[config.mk]
export PLATFORM = sky130hd
export DESIGN_NAME = irq_priority_vector_wake
export DESIGN_NICKNAME = d
export VERILOG_FILES = /design/src/logic/irq_pkg.sv /design/src/logic/prio_reg.sv /design/src/logic/irq_priority_vector_wake.sv
export VERILOG_INCLUDE_DIRS = /design/src /design/src/logic
export SDC_FILE = /design/constraint.sdc
export NUM_CORES = 1
export LEC_CHECK = 0
export BUFFER_PORTS_ARGS = -buffer_cell sky130_fd_sc_hd__buf_2
export CORE_MARGIN = 3
export CORE_UTILIZATION = 42
export CTS_CLUSTER_SIZE = 24
export DETAILED_ROUTE_END_ITERATION = 7
export PLACE_DENSITY = 0.71
export SYNTH_ARGS = -nofsm -noshare
export SYNTH_HDL_FRONTEND = slang
export SYNTH_SLANG_ARGS = --single-unit
[constraint.sdc]
create_clock -name CLK -period 36 [get_ports CLK]
set_clock_uncertainty 0.2 [all_clocks]
set_input_delay 1.8 -clock CLK [delete_from_list [all_inputs] [get_ports CLK]]
set_output_delay 1.8 -clock CLK [all_outputs]
set_load 0.01 [all_outputs]
[src/logic/irq_defs.svh]
// Offsets, field positions, reset values and line numbers of the interrupt block
`ifndef IRQ_DEFS_SVH
`define IRQ_DEFS_SVH

// Priority field layout
`define PRIO_LEVELS 4
`define PRIO_W 2
`define PRIO_PER_REG 4
`define PRIO_BYTE_STRIDE 8
`define PRIO_FIELD_LSB 6
`define PRIO_RESET 32'h0000_0000
`define PRIO_REG_COUNT 8

// Vector table
`define IRQ_VEC_OFFSET 6'h10
`define VEC_BASE 32'h0000_0000
`define VEC_STRIDE_LOG2 2
`define VEC_INIT_SP 6'h00
`define VEC_INIT_PC 6'h01
`define VEC_NMI 6'h02
`define VEC_HARD_FAULT 6'h03
`define VEC_SUPERVISOR_CALL 6'h0b
`define VEC_PEND_SERVICE_REQ 6'h0e
`define VEC_TICK_TIMER 6'h0f

// Request line assignment
`define LINE_XFER_CH0 0
`define LINE_XFER_CH1 1
`define LINE_XFER_CH2 2
`define LINE_XFER_CH3 3
`define LINE_FLASH_CTRL 5
`define LINE_POWER_MGMT 6
`define LINE_LEAKAGE_WAKE 7
`define LINE_TWO_WIRE0 8
`define LINE_TWO_WIRE1 9
`define LINE_SER_PERIPH0 10
`define LINE_SER_PERIPH1 11
`define LINE_SER_PORT0 12
`define LINE_SER_PORT1 13
`define LINE_SER_PORT2 14
`define LINE_CONVERTER 15
`define LINE_COMPARATOR 16
`define LINE_PWM_TIMER0 17
`define LINE_PWM_TIMER1 18
`define LINE_PWM_TIMER2 19
`define LINE_CAL_ALARM 20
`define LINE_CAL_SECONDS 21
`define LINE_PERIODIC_TIMER 22
`define LINE_CLOCK_GENERATOR 27
`define LINE_LOW_POWER_TIMER 28
`define LINE_PORT_A_DETECT 30
`define LINE_PORT_D_DETECT 31

// Wake lines beyond the request lines
`define WAKE_NMI_LINE 32
`define WAKE_RESET_PIN_LINE 33

// Register byte offsets
`define OFS_PRIO_FIRST 8'h00
`define OFS_PRIO_LAST 8'h1c
`define OFS_ENABLE 8'h20
`define OFS_PENDING 8'h24
`define OFS_WAKE_EN_LO 8'h28
`define OFS_WAKE_EN_HI 8'h2c
`define OFS_WAKE_STAT_LO 8'h30
`define OFS_WAKE_STAT_HI 8'h34
`define OFS_ACTIVE 8'h38

// Reset values
`define ENABLE_RESET 32'h0000_0000
`define WAKE_EN_RESET 34'h3_ffff_ffff

`endif

[src/logic/irq_pkg.sv]
// Types shared by the interrupt priority, vector and wake block
package irq_pkg;

   typedef logic [1:0] prio_t;

   typedef logic [5:0] vec_num_t;

   // Answer towards the core: winning vector and its table address
   typedef struct packed
   {
      logic valid;
      vec_num_t number;
      logic [31:0] addr;
   } vec_ans_t;

   // Avalon-MM request as seen by the slave
   typedef struct packed
   {
      logic read;
      logic write;
      logic [7:0] address;
      logic [31:0] writedata;
      logic [3:0] byteenable;
   } avl_req_t;

endpackage

[src/logic/prio_reg.sv]
// One priority register: four 2-bit fields, one per byte
`timescale 1ns/1ps
`default_nettype none
`include "irq_defs.svh"
module prio_reg
   import irq_pkg::*;
(
   // Clock and reset
   input wire logic clk,
   input wire logic rst_b,
   // Write port
   input wire logic wr,
   input wire logic [3:0] be,
   input wire logic [31:0] wdata,
   // State
   output logic [31:0] rdata,
   output prio_t fields [`PRIO_PER_REG]
);

   prio_t field_q [`PRIO_PER_REG];

   genvar b;
   generate
      for (b = 0; b < `PRIO_PER_REG; b++)
      begin : g_field
         localparam int LSB = `PRIO_BYTE_STRIDE * b + `PRIO_FIELD_LSB;
         always_ff @(posedge clk or negedge rst_b)
         begin
            if (!rst_b)
               field_q[b] <= prio_t'(`PRIO_RESET >> LSB);
            else if (wr && be[b])
               field_q[b] <= wdata[LSB +: `PRIO_W];
         end
         // Low six bits of each byte read as zero
         assign rdata[`PRIO_BYTE_STRIDE*b +: `PRIO_FIELD_LSB] = '0;
         assign rdata[LSB +: `PRIO_W] = field_q[b];
         assign fields[b] = field_q[b];
      end
   endgenerate

endmodule
`default_nettype wire

[src/logic/irq_priority_vector_wake.sv]
// Interrupt priority, vector selection, NMI routing and stop-mode wake lines
//
// What this block does
// - Four priority levels; each request line has a two-bit priority field.
// - Field for line n starts at bit 8*(n mod 4)+6; other byte bits read zero.
// - Line n's field lives in priority register number n div 4.
// - Line number is vector minus sixteen; vector entries are four bytes apart from zero.
// - Fixed core slots: stack, PC, NMI, hard fault, call 11, pend 14, tick 15.
// - Lines 0-3 transfer channels, 5 flash, 6 power, 7 leakage wake; 4 unused.
// - Lines 8-9 two-wire, 10-11 serial periph, 12-14 serial ports, 15 converter, 16 comparator.
// - Lines 17-19 pwm, 20-21 calendar, 22 periodic, 27 clock gen, 28 timer, 30-31 ports.
// - All thirty-two request inputs exist; build-time disable mask is zero.
// - NMI comes from the active-low pin, only when the pin mux selects it.
// - The wake interface has exactly thirty-four lines.
// - Reset pin, power warnings, pin irqs, converter, comparator, address match wake.
// - Serial port 0, pwm, low-power timer, receive edges, calendar, NMI, slave mode wake.
//
// Register access over Avalon-MM and the address map were decided locally.
`timescale 1ns/1ps
`default_nettype none
`include "irq_defs.svh"
module irq_priority_vector_wake
   import irq_pkg::*;
#(
   parameter int REQUEST_LINE_COUNT = 32,
   parameter int WAKE_LINE_COUNT = 34,
   parameter logic [31:0] IRQ_DISABLE_MASK = 32'h0000_0000
)
(
   // Clock and reset
   input wire logic CLK,
   input wire logic RST_B,
   // Avalon-MM slave
   input wire logic [7:0] AVS_ADDRESS,
   input wire logic AVS_READ,
   input wire logic AVS_WRITE,
   input wire logic [31:0] AVS_WRITEDATA,
   input wire logic [3:0] AVS_BYTEENABLE,
   output logic [31:0] AVS_READDATA,
   output logic AVS_WAITREQUEST,
   // Peripheral request lines, same clock
   input wire logic [31:0] IRQ_REQ,
   // NMI pin and its mux selection
   input wire logic NMI_PIN_B,
   input wire logic NMI_PIN_SEL,
   // Reset pin wake source
   input wire logic RESET_PIN_B,
   input wire logic RESET_PIN_LPO_SEL,
   // Core side
   input wire logic IRQ_ACK,
   output vec_ans_t VECTOR,
   output logic NMI_REQ,
   output logic IRQ,
   // Wake controller interface
   output logic [33:0] WAKE_LINES,
   output logic WAKE
);

   // Only the documented build can be served
   generate
      if (REQUEST_LINE_COUNT != 32 || WAKE_LINE_COUNT != 34)
      begin : g_bad_count
         $error("Line counts must be 32 request and 34 wake lines");
      end
      if (IRQ_DISABLE_MASK != 32'h0000_0000)
      begin : g_bad_mask
         $error("All request lines must stay enabled at build time");
      end
   endgenerate

   // Bus request bundle
   avl_req_t req;
   assign req.read = AVS_READ;
   assign req.write = AVS_WRITE;
   assign req.address = AVS_ADDRESS;
   assign req.writedata = AVS_WRITEDATA;
   assign req.byteenable = AVS_BYTEENABLE;

   logic wait_q;
   logic [31:0] rdata_q;
   logic [31:0] rdata_d;
   logic wr_fire;
   logic [31:0] en_q;
   logic [31:0] pend_q;
   logic [31:0] pend_d;
   logic [33:0] wake_en_q;
   logic [33:0] wake_q;
   logic [33:0] wake_d;
   logic [33:0] wake_cap;
   logic [1:0] nmi_sync_q;
   logic [1:0] rst_sync_q;
   logic nmi_q;
   logic irq_q;
   logic wake_any_q;
   vec_ans_t vec_q;
   vec_ans_t vec_d;
   logic [31:0] prio_rdata [`PRIO_REG_COUNT];
   prio_t prio_fields [`PRIO_REG_COUNT][`PRIO_PER_REG];
   prio_t prio_line [32];
   logic [31:0] active;
   logic win_found;
   logic [4:0] win_line;
   prio_t win_prio;
   logic prio_hit;
   logic [2:0] prio_idx;

   // ---------------- Bus slave ----------------
   // One wait cycle per access: read data settle before waitrequest drops,
   // so every access takes exactly two edges and needs no state machine.
   always_ff @(posedge CLK or negedge RST_B)
   begin
      if (!RST_B)
         wait_q <= 1'b1;
      else if ((req.read || req.write) && wait_q)
         wait_q <= 1'b0;
      else
         wait_q <= 1'b1;
   end

   assign wr_fire = req.write && !wait_q;

   assign prio_hit = (req.address[1:0] == 2'b00) &&
                     (req.address >= `OFS_PRIO_FIRST) && (req.address <= `OFS_PRIO_LAST);
   assign prio_idx = req.address[4:2];

   always_comb
   begin
      rdata_d = 32'h0000_0000;
      if (prio_hit)
         rdata_d = prio_rdata[prio_idx];
      else
      begin
         case (req.address)
            `OFS_ENABLE:
               rdata_d = en_q;
            `OFS_PENDING:
               rdata_d = pend_q;
            `OFS_WAKE_EN_LO:
               rdata_d = wake_en_q[31:0];
            `OFS_WAKE_EN_HI:
               rdata_d = {30'h0, wake_en_q[33:32]};
            `OFS_WAKE_STAT_LO:
               rdata_d = wake_q[31:0];
            `OFS_WAKE_STAT_HI:
               rdata_d = {30'h0, wake_q[33:32]};
            `OFS_ACTIVE:
               rdata_d = {25'h0, vec_q.valid, vec_q.number};
            default:
               rdata_d = 32'h0000_0000;
         endcase
      end
   end

   always_ff @(posedge CLK or negedge RST_B)
   begin
      if (!RST_B)
         rdata_q <= 32'h0000_0000;
      else if (req.read && wait_q)
         rdata_q <= rdata_d;
   end

   assign AVS_READDATA = rdata_q;
   assign AVS_WAITREQUEST = wait_q;

   // ---------------- Priority registers ----------------
   genvar r;
   genvar f;
   generate
      for (r = 0; r < `PRIO_REG_COUNT; r++)
      begin : g_prio
         prio_reg u_prio
         (
            .clk(CLK),
            .rst_b(RST_B),
            .wr(wr_fire && prio_hit && (prio_idx == r)),
            .be(req.byteenable),
            .wdata(req.writedata),
            .rdata(prio_rdata[r]),
            .fields(prio_fields[r])
         );
         for (f = 0; f < `PRIO_PER_REG; f++)
         begin : g_line
            // Line r*4+f: register r, byte f
            assign prio_line[r*`PRIO_PER_REG + f] = prio_fields[r][f];
         end
      end
   endgenerate

   // ---------------- Enable (mask) register ----------------
   always_ff @(posedge CLK or negedge RST_B)
   begin
      if (!RST_B)
         en_q <= `ENABLE_RESET;
      else if (wr_fire && req.address == `OFS_ENABLE)
         en_q <= req.writedata;
   end

   // ---------------- Pending (sticky status) ----------------
   // Clear by writing one, or by the core taking the shown vector.
   // A request arriving in the clearing cycle is kept: the set wins.
   always_comb
   begin
      pend_d = pend_q;
      if (wr_fire && req.address == `OFS_PENDING)
         pend_d = pend_d & ~req.writedata;
      if (IRQ_ACK && vec_q.valid && !nmi_q)
         pend_d[win_line_q_idx()] = 1'b0;
      pend_d = pend_d | (IRQ_REQ & ~IRQ_DISABLE_MASK);
   end

   function automatic logic [4:0] win_line_q_idx();
      logic [5:0] line;
      line = vec_q.number - `IRQ_VEC_OFFSET;
      return line[4:0];
   endfunction

   always_ff @(posedge CLK or negedge RST_B)
   begin
      if (!RST_B)
         pend_q <= 32'h0000_0000;
      else
         pend_q <= pend_d;
   end

   always_ff @(posedge CLK or negedge RST_B)
   begin
      if (!RST_B)
         irq_q <= 1'b0;
      else
         irq_q <= |(pend_q & en_q);
   end

   assign IRQ = irq_q;

   // ---------------- Arbitration ----------------
   assign active = pend_q & en_q;

   // Scanning downward with <= lets the lower line win a tie
   always_comb
   begin
      win_found = 1'b0;
      win_line = 5'h00;
      win_prio = prio_t'(`PRIO_LEVELS - 1);
      for (int i = 31; i >= 0; i--)
      begin
         if (active[i] && (!win_found || prio_line[i] <= win_prio))
         begin
            win_found = 1'b1;
            win_prio = prio_line[i];
            win_line = 5'(i);
         end
      end
   end

   // ---------------- NMI from the pin ----------------
   // Pin is asynchronous: two flops before use
   always_ff @(posedge CLK or negedge RST_B)
   begin
      if (!RST_B)
      begin
         nmi_sync_q <= 2'b11;
         rst_sync_q <= 2'b11;
      end
      else
      begin
         nmi_sync_q <= {nmi_sync_q[0], NMI_PIN_B};
         rst_sync_q <= {rst_sync_q[0], RESET_PIN_B};
      end
   end

   // Without the mux selection the pin is an ordinary port pin
   always_ff @(posedge CLK or negedge RST_B)
   begin
      if (!RST_B)
         nmi_q <= 1'b0;
      else
         nmi_q <= !nmi_sync_q[1] && NMI_PIN_SEL;
   end

   assign NMI_REQ = nmi_q;

   // ---------------- Vector answer ----------------
   // NMI slot outranks every request line
   always_comb
   begin
      vec_d.valid = nmi_q || win_found;
      if (nmi_q)
         vec_d.number = `VEC_NMI;
      else
         vec_d.number = {1'b0, win_line} + `IRQ_VEC_OFFSET;
      vec_d.addr = `VEC_BASE + {24'h00_0000, vec_d.number, 2'b00};
   end

   always_ff @(posedge CLK or negedge RST_B)
   begin
      if (!RST_B)
         vec_q <= '0;
      else
         vec_q <= vec_d;
   end

   assign VECTOR = vec_q;

   // ---------------- Wake lines ----------------
   // Sources able to wake from stop; lines not listed stay quiet there.
   // Clock-stays-enabled conditions belong to each peripheral.
   always_comb
   begin
      wake_cap = 34'h0_0000_0000;
      wake_cap[`LINE_POWER_MGMT] = 1'b1;
      wake_cap[`LINE_TWO_WIRE0] = 1'b1;
      wake_cap[`LINE_TWO_WIRE1] = 1'b1;
      wake_cap[`LINE_SER_PERIPH0] = 1'b1;
      wake_cap[`LINE_SER_PERIPH1] = 1'b1;
      wake_cap[`LINE_SER_PORT0] = 1'b1;
      wake_cap[`LINE_SER_PORT1] = 1'b1;
      wake_cap[`LINE_SER_PORT2] = 1'b1;
      wake_cap[`LINE_CONVERTER] = 1'b1;
      wake_cap[`LINE_COMPARATOR] = 1'b1;
      wake_cap[`LINE_PWM_TIMER0] = 1'b1;
      wake_cap[`LINE_PWM_TIMER1] = 1'b1;
      wake_cap[`LINE_PWM_TIMER2] = 1'b1;
      wake_cap[`LINE_CAL_ALARM] = 1'b1;
      wake_cap[`LINE_CAL_SECONDS] = 1'b1;
      wake_cap[`LINE_LOW_POWER_TIMER] = 1'b1;
      wake_cap[`LINE_PORT_A_DETECT] = 1'b1;
      wake_cap[`LINE_PORT_D_DETECT] = 1'b1;
      wake_cap[`WAKE_NMI_LINE] = 1'b1;
      wake_cap[`WAKE_RESET_PIN_LINE] = 1'b1;
   end

   always_ff @(posedge CLK or negedge RST_B)
   begin
      if (!RST_B)
         wake_en_q <= `WAKE_EN_RESET;
      else if (wr_fire && req.address == `OFS_WAKE_EN_LO)
         wake_en_q[31:0] <= req.writedata;
      else if (wr_fire && req.address == `OFS_WAKE_EN_HI)
         wake_en_q[33:32] <= req.writedata[1:0];
   end

   // Reset pin counts only while clocked from the low-power oscillator
   always_comb
   begin
      wake_d[31:0] = IRQ_REQ & ~IRQ_DISABLE_MASK;
      wake_d[`WAKE_NMI_LINE] = !nmi_sync_q[1] && NMI_PIN_SEL;
      wake_d[`WAKE_RESET_PIN_LINE] = !rst_sync_q[1] && RESET_PIN_LPO_SEL;
      wake_d = wake_d & wake_cap & wake_en_q;
   end

   always_ff @(posedge CLK or negedge RST_B)
   begin
      if (!RST_B)
      begin
         wake_q <= 34'h0_0000_0000;
         wake_any_q <= 1'b0;
      end
      else
      begin
         wake_q <= wake_d;
         wake_any_q <= |wake_d;
      end
   end

   assign WAKE_LINES = wake_q;
   assign WAKE = wake_any_q;

endmodule
`default_nettype wire

======== Word-level counts from Yosys, hierarchy flattened ========
Index checks and enable logic that the tools add are counted.
word-level totals
  bits in registers ....................... 243
  bits in latches ......................... 0
  RAM bits ................................ 0
  ROM bits ................................ 0
  output and inout bits ................... 109
  memories ................................ 0
operators by class
  $add $sub $neg .......................... 2
  multipliers ............................. 0
  div/mod/pow operators ................... 0
  $lt $le $gt $ge ......................... 36
  eq/ne operators ......................... 14
  shifts and indexed selects .............. 0
  mux-type cells .......................... 106
  bitwise logic cells ..................... 9
  reductions and logical operators ........ 159
operator list
  operator                                                            count
  one-hot mux 32 bit (7 select lines)                                 1
  2-to-1 mux 32 bit                                                   5
  2-to-1 mux 5 bit                                                    32
  bitwise AND 32 bit                                                  3
  binary-select mux 32 bit (select 3 bit)                             1
  logical AND 1 bit                                                   86
  inverter 32 bit                                                     2
  <= comparator 2 bit                                                 31
  2-to-1 mux 2 bit                                                    31
  == test 8 x 6 -> 1 bit (second input constant)                      7
  logical NOT 1 bit                                                   35
  bitwise AND 34 bit                                                  1
  2-to-1 mux 1 bit                                                    34
  OR reduction 34 bit                                                 1
  logical OR 1 bit                                                    33
  bitwise OR 32 bit                                                   1
  OR reduction 32 bit                                                 1
  == test 3 bit (second input constant)                               4
  greater-or-equal comparator 8 x 1 -> 1 bit (second input constant)  1
  <= comparator 8 x 5 -> 1 bit (second input constant)                1
  adder 5 x 5 -> 6 bit (second input constant)                        1
  == test 3 x 2 -> 1 bit (second input constant)                      2
  < comparator 5 x 6 -> 1 bit (second input constant)                 1
  2-to-1 mux 6 bit                                                    1
  other kinds (10)                                                    10

======== Logic depth before layout (Yosys ltp) ========
Gate-level depths: netlist of run 1.
  word-level depth ........................ 128
  mapped depth ............................ 225

======== By module ========
From an unflattened synthesis of run 1, not the netlist that was laid out.
unflattened totals
  cell total of the unflattened synthesis .. 1818
  area, all modules ....................... 17566.8 um^2
by module, submodules not included
  module                    instances  cells each  area an instance (um^2)
  irq_priority_vector_wake  1          1394        13172.6
  prio_reg                  8          53          549.3

======== Worst setup path after synthesis of run 1 ========
Ideal clock, no wire load.
  path kind ............................... register to register
  from .................................... register pend_q[31]
  to ...................................... register vec_q, in the netlist VECTOR[5]
  library setup time ...................... 0.105 ns
  arrival time ............................ 36.747 ns
  path slack .............................. -1.052 ns
  cell stages (with the launch flop) ...... 206
  buffers on the path ..................... 2
  period minus slack after synthesis ...... 37.052 ns
  cell sequence ........................... dfrtp_1 > nand2_1 > or2_2 > ha_1 > nand2_1 > o2111a_1 > o21a_1 > or2_2 > ha_1 > nor2b_1 > o211ai_1 > and3_1 > o21a_1 > ha_1 > nor2b_1 > o21ai_0 > o21bai_1 > o311a_1 > [... 170 more ...] > or2_2 > clkbuf_1 > nor3_1 > o21ai_1 > nand2b_1 > ha_1 > nor2b_1 > o21ai_0 > nor2_1 > nor2_1 > nor2_1 > a22oi_1 > ha_1 > a211oi_1 > o21a_1 > nor2b_1 > nand2b_1 > nor4b_1
RTL lines
  element                   RTL line                         text
  start: declaration        irq_priority_vector_wake.sv:84   logic [31:0] pend_q;
  start signal: assignment  irq_priority_vector_wake.sv:222  pend_q <= pend_d;
  end signal: assignment    irq_priority_vector_wake.sv:299  vec_q <= vec_d;
  end: declaration          irq_priority_vector_wake.sv:95   vec_ans_t vec_q;

==> results.py, run 1 <==
metrics = {
    "logic_synthesis": {
        "ys_ff_latch": 229,
        "syn_area_um2": 14100,
        "ys_top_cells_by_area": "dfrtp_1 34%, mux2_2 11%, dfstp_2 7.3%, nand2_1 5.9%, ha_1 5.5%",
        "synth-main-ff-cell": "dfrtp_1",
        "synth_top_area_share": 0.337,
        "postSynth.asyncResetShare": 1.00,
        "synth_largest_area_cell": "dfrtp_1",
        "synth_edf_count": 0,
        "syn_inst": 1420,
        "postSynthAreaPerCell_um2": 9.94,
        "synth_cell_types": 94,
        "yosys_warnings": 0,
        "synth_seq_area_share": 0.409,
    },
    "global_route": {
        "grt_usage": 0.269,
        "grt_pass1_wl_um": 76000,
        "grt_max_degree": 106,
        "antenna_found_initial": 1,
        "overflow": 0,
        "grt_pass1_vias": 13400,
    },
    "power": {
        "p_leak_nw": 8.71,
        "p_total_mw": 0.792,
        "powerDensity_nw_per_um2": 41.6,
        "ir_worst_vdd_uv": 32.8,
    },
    "critical_path": {
        "arrival_ns": 36.36,
        "crit_path_end_kind": "register",
        "slowest_delay_ns": 0.49,
        "path_class": "register to register",
        "cp_slowest_cell": "o211ai_1",
        "required_ns": 36.20,
        "r2r_start": "pend_q[31]",
        "reg2regPathDepth": 208,
        "timing.critical_path.mode_cell": "a21oi_2",
        "critPathMaxFanout": 6,
        "reg2reg_slack_ns": -0.16,
        "reg2reg_to": "VECTOR[6]",
        "setup.worst_path.start": "pend_q[31]",
        "cp-start-kind": "register",
    },
    "run_status": {
        "violations": "setup timing",
        "status": "finished, violations left",
    },
    "die": {
        "die-area_um2": 35800,
        "start_util": 0.429,
        "rows": 66,
        "ios": 194,
        "design.core.area_um2": 32900,
        "die_height_um": 189,
        "die_w_um": 189,
    },
    "worst_hold_path": {
        "min_to": "nmi_sync_q[1]",
        "whs_path_depth": 0,
        "worstHoldStart": "nmi_sync_q[0]",
        "hp-class": "register to register",
    },
    "finish": {
        "synthToLayoutAreaGrowth_pct": 34.8,
        "final_cell_mix": "260 x buf_4, 208 x nand2_1, 190 x dfrtp_1, 152 x buf_2, 137 x mux2_2",
        "final_nets": 1952,
        "nFillCells": 2702,
        "final_common_cell": "buf_4",
        "design_area_um2": 19000,
        "drive_gt1_frac": 0.493,
    },
    "sta": {
        "slew_headroom": 0.160,
        "slew_violations": 0,
        "period_minus_slack_ns": 36.16,
        "timing.final.crit_share": 1.00,
        "max_freq_ghz": 0.0277,
        "worst_slack_ns": -0.161,
        "tightestPinTransition_ns": 1.26,
        "holdWs_ns": 0.156,
        "rsz0062_at_grt": "true",
        "finalSetupViolations": 5,
        "hold_viol_final": 0,
        "fin_tns_setup_ns": -0.568,
    },
    "job": {
        "cap_violations": 0,
    },
    "place": {
        "dpl_worst_slack_ns": -1.32,
        "portBuffers": 153,
        "postPlaceCellArea_um2": 16300,
        "hpwl_um": 36100,
        "routabilityCongestion": 0.995,
    },
    "clock_tree": {
        "cts-root-buf": "clkbuf_16",
        "clockBufferDepth": 3,
        "clkLatencyLatePin_ns": 0.53,
        "cts_made_buffers": 24,
        "cts_max_level": 1,
        "clk_pin_slew_ns": 0.07,
        "cts_sinks": 229,
        "cts_tree": "done",
    },
    "route": {
        "ant_nets": 0,
        "drt_iter0_markers": 1435,
        "wirelength_um": 51700,
        "vias_per_cell": 5.96,
        "drtPass1Iterations": 6,
        "routedWlPerCell_um": 22.8,
        "vias": 13500,
        "route.detailed.drc": 0,
    },
}
==> worst max path at each step <==
stage                     end  slack [ns]  depth (start not counted)
floorplan           VECTOR[5]        0.04                        205
global placement    VECTOR[6]       -0.14                        203
detailed placement  VECTOR[5]       -1.32                        203
CTS                 VECTOR[4]       0.004                        218
global route        VECTOR[4]       -1.97                        211
finish              VECTOR[6]       -0.16                        208
==> registers in the layout (all words and copies together), names as in the netlist <==
| signal | cells |
|---|---|
| AVS_READDATA | 32 |
| AVS_WAITREQUEST | 1 |
| IRQ | 1 |
| NMI_REQ | 1 |
| VECTOR | 7 |
| WAKE | 1 |
| WAKE_LINES | 20 |
| en_q | 32 |
| g_prio.u_prio.fields | 64 |
| nmi_sync_q | 2 |
| pend_q | 32 |
| rst_sync_q | 2 |
| wake_en_q | 34 |
==> worst max-delay path, delay by kind of cell, from the launching register on <==
kind            cells  cell delay, ns
compound gates     90           13.99
fa+ha+maj          31            8.49
flops               1            0.37
buf+inv            12            1.57
mux                 6            1.97
simple gates       69            9.38
==> cells in the mapped netlist (6+ instances only) <==
library cell,number
a22oi_1,13
o21ai_0,67
nor2b_1,34
nand3_1,13
nand2_1,220
o21bai_1,6
a222oi_1,8
inv_1,53
or2_2,11
o31ai_1,9
nor3_1,24
and2_1,27
nor3b_1,7
a31oi_1,12
mux2_2,141
a221oi_1,23
o21ai_1,6
a21oi_1,43
ha_1,62
clkbuf_1,48
a31o_2,34
buf_1,6
o21a_1,6
nand2b_1,11
nand4_1,6
and3_1,8
a22o_1,24
a21o_1,7
mux4_2,16
nor2_1,71
o211ai_1,11
dfstp_2,39
mux2i_1,18
dfrtp_1,190
buf_4,46
==> what timing repair did <==
action,4_1_cts,5_1_grt
setup endpoints to repair,6,6
resized for setup,46,184
setup buffers,58,54
pin swaps,42,147
hold buffers,0,0
==> stage by stage <==
step	cells	utilization
after global placement	2110	0.496
after global routing	2266	0.579
after detailed placement	2110	0.496
after floorplan	1459	-
after CTS	2212	0.540
final	2267	0.579
==> final cells by class <==
cell class	count	area, µm²	area share
repair buffers	422	2830	0.149
clock inverters	7	91.3	0.00480
inverters	53	199	0.0105
flip-flops and latches	229	5780	0.304
diodes	2	5.00	0.000263
multi-input cells	1075	8840	0.465
well taps	442	553	0.0291
clock buffers	37	731	0.0384
==> logic make-up after synthesis <==
group                    share of synthesized area
AND/OR/NAND/NOR                              0.160
buffers and inverters                       0.0538
other                                     0.000266
adder cells (fa/ha/maj)                     0.0550
multiplexers                                 0.152
flip-flops                                   0.409
AO/OA/AOI/OAI                                0.170
==> where the power goes <==
group	internal [mW]	switching [mW]	leakage [nW]	total (mW)
Sequential	0.266	0.0145	2.87	0.281
Combinational	0.122	0.132	5.43	0.254
Clock	0.154	0.104	0.403	0.258
Total	0.542	0.250	8.71	0.792
==> routing by layer <==
layer / GRT usage / up-vias / wire length, µm
met3: 0.0394 / 169 / 4250
li1: - / 5889 / -
met1: 0.347 / 6733 / 20300
met5: 0 / - / 0
met2: 0.457 / 721 / 24600
met4: 0.104 / 0 / 2550
Power figures use the tool's default switching activity.
==> run 2: changes to the inputs <==
Settings changed: CELL_PAD_IN_SITES_DETAIL_PLACEMENT set to 1, CELL_PAD_IN_SITES_GLOBAL_PLACEMENT set to 2, CORE_UTILIZATION 42 to 34, PLACE_DENSITY 0.71 to 0.85, SETUP_SLACK_MARGIN set to 0.02.
==> run 2 against run 1 <==
  * The flow still finishes with violations (setup timing)
  * Worst hold slack improved by 0.0026 ns
  * Fmax fell by 1.6%
  * Register-to-register slack got worse by 0.60 ns
  * Sequential share of layout area fell by 0.68 points
  * Via count rose by 1.9%
  * Global-route usage fell by 2.0 points
  * Combinational power rose by 14%
  * Core utilization fell by 10 points
  * Critical path depth rose by 3
  * Critical path type unchanged
==> results.py, run 2 (same netlist as run 1, synthesis figures left out) <==
metrics = {
    "run_status": {
        "status": "finished, violations left",
        "violations": "setup timing",
    },
    "worst_hold_path": {
        "hp-class": "register to register",
    },
    "global_route": {
        "overflow": 0,
        "grt_pass1_wl_um": 85300,
        "antenna_found_initial": 1,
        "grt_usage": 0.249,
        "grt_pass1_vias": 14400,
        "grt_max_degree": 93,
    },
    "critical_path": {
        "slowest_delay_ns": 0.43,
        "required_ns": 36.25,
        "cp_slowest_cell": "or3_4",
        "timing.critical_path.mode_cell": "ha_1",
        "arrival_ns": 37.01,
        "critPathMaxFanout": 6,
        "reg2reg_slack_ns": -0.76,
        "path_class": "register to register",
        "cp-start-kind": "register",
        "crit_path_end_kind": "register",
    },
    "sta": {
        "max_freq_ghz": 0.0272,
        "slew_headroom": 0.130,
        "fin_tns_setup_ns": -4.20,
        "finalSetupViolations": 6,
        "slew_violations": 0,
        "worst_slack_ns": -0.760,
        "holdWs_ns": 0.158,
        "hold_viol_final": 0,
        "rsz0062_at_grt": "true",
        "period_minus_slack_ns": 36.76,
        "timing.final.crit_share": 1.02,
        "tightestPinTransition_ns": 1.30,
    },
    "route": {
        "top_layer_used": "met5",
        "routedWlPerCell_um": 25.9,
        "wl_met2_um": 31100,
        "met1Wirelength_um": 23600,
        "drt_iter0_markers": 913,
        "vias_per_cell": 5.81,
        "wirelength_um": 61500,
        "met3_length_um": 3550,
        "route.detailed.drc": 0,
        "ant_nets": 0,
        "vias": 13800,
        "drtPass1Iterations": 5,
    },
    "finish": {
        "final_nets": 1965,
        "antennaDiodeCount": 0,
        "final_cell_mix": "273 x buf_4, 207 x nand2_1, 190 x dfrtp_1, 152 x buf_2, 136 x mux2_2",
        "drive_gt1_frac": 0.510,
        "final_common_cell": "buf_4",
        "largest_reg_flops": 64,
        "nFillCells": 4569,
        "synthToLayoutAreaGrowth_pct": 37.9,
        "instances_no_fill": 2370,
        "design_area_um2": 19500,
    },
    "die": {
        "start_util": 0.345,
        "design.core.area_um2": 40900,
        "die-area_um2": 44000,
        "die_w_um": 210,
        "die_height_um": 210,
        "rows": 74,
        "ios": 194,
    },
    "power": {
        "ir_worst_vdd_uv": 39.2,
        "p_leak_nw": 8.83,
        "powerDensity_nw_per_um2": 43.0,
    },
    "place": {
        "hpwl_um": 41400,
        "dpl_worst_slack_ns": -2.83,
        "portBuffers": 153,
        "routabilityCongestion": 0.929,
        "dp.cells": 2197,
        "postPlaceCellArea_um2": 16400,
    },
    "clock_tree": {
        "cts_sinks": 229,
        "clkLatencyLatePin_ns": 0.56,
        "clk_pin_slew_ns": 0.07,
        "cts_made_buffers": 26,
        "clockBufferDepth": 3,
        "cts_max_level": 1,
        "cts_tree": "done",
        "cts-root-buf": "clkbuf_16",
    },
    "job": {
        "cap_violations": 0,
    },
}
## run 2: changes by cell type in the layout (fill, tap and decap cells not counted), sizes merged
cell / before / now
clkinv: 4 / 6
clkbuf: 37 / 38
bufinv: 2 / 0
diode: 2 / 0
buf: 422 / 433
inv: 53 / 56
## run 2: routing by layer
| metal | global-route usage | vias up |
|---|---|---|
| li1 | - | 5889 |
| met1 | 0.305 | 7083 |
| met2 | 0.444 | 583 |
| met3 | 0.0378 | 215 |
| met4 | 0.0882 | 2 |
| met5 | 0 | - |
## run 2: worst max-delay path: cells and delay by family (launching register included)
family | cells | cell delay (ns)
simple gates | 65 | 8.47
flops | 1 | 0.40
mux | 6 | 1.83
compound gates | 94 | 15.20
fa+ha+maj | 31 | 8.09
buf+inv | 15 | 2.41
## run 2: power by group
group | switching, mW | internal (mW) | total [mW] | leakage, nW
clock | 0.116 | 0.149 | 0.265 | 0.414
combinational | 0.152 | 0.137 | 0.289 | 5.54
sequential | 0.0159 | 0.266 | 0.282 | 2.87
## run 2: per-stage QoR
| step | utilization | total power, mW |
|---|---|---|
| 2_1_floorplan | - | 0.393 |
| 3_3_place_gp | 0.401 | 0.465 |
| 3_5_place_dp | 0.401 | 0.473 |
| 4_1_cts | 0.447 | 0.768 |
| 5_1_grt | 0.476 | 0.867 |
| 6_report | 0.476 | 0.836 |
## run 2: cell type report
class,count,area [µm²],share of cell area
flip-flops and latches,229,5780,0.297
clock buffers,38,767,0.0394
clock inverters,10,66.3,0.00341
well taps,532,666,0.0342
inverters,53,199,0.0102
repair buffers,433,2900,0.149
multi-input cells,1075,9080,0.467
## run 2: what timing repair did
action	CTS	global route
setup buffers	78	49
hold buffers	0	0
resized for setup	113	160
setup endpoints to repair	6	6
pin swaps	84	142
## run 2: worst paths after layout
path / from / end / depth (start not counted)
setup / recovery: pend_q[31] / VECTOR[3] / 211
hold / removal: nmi_sync_q[0] / nmi_sync_q[1] / 0
setup reg to reg: pend_q[31] / VECTOR[3] / 211
hold reg to reg: nmi_sync_q[0] / nmi_sync_q[1] / 0
max in group asynchronous: RST_B / WAKE_LINES[6] / 2
min in group asynchronous: RST_B / en_q[27] / 1
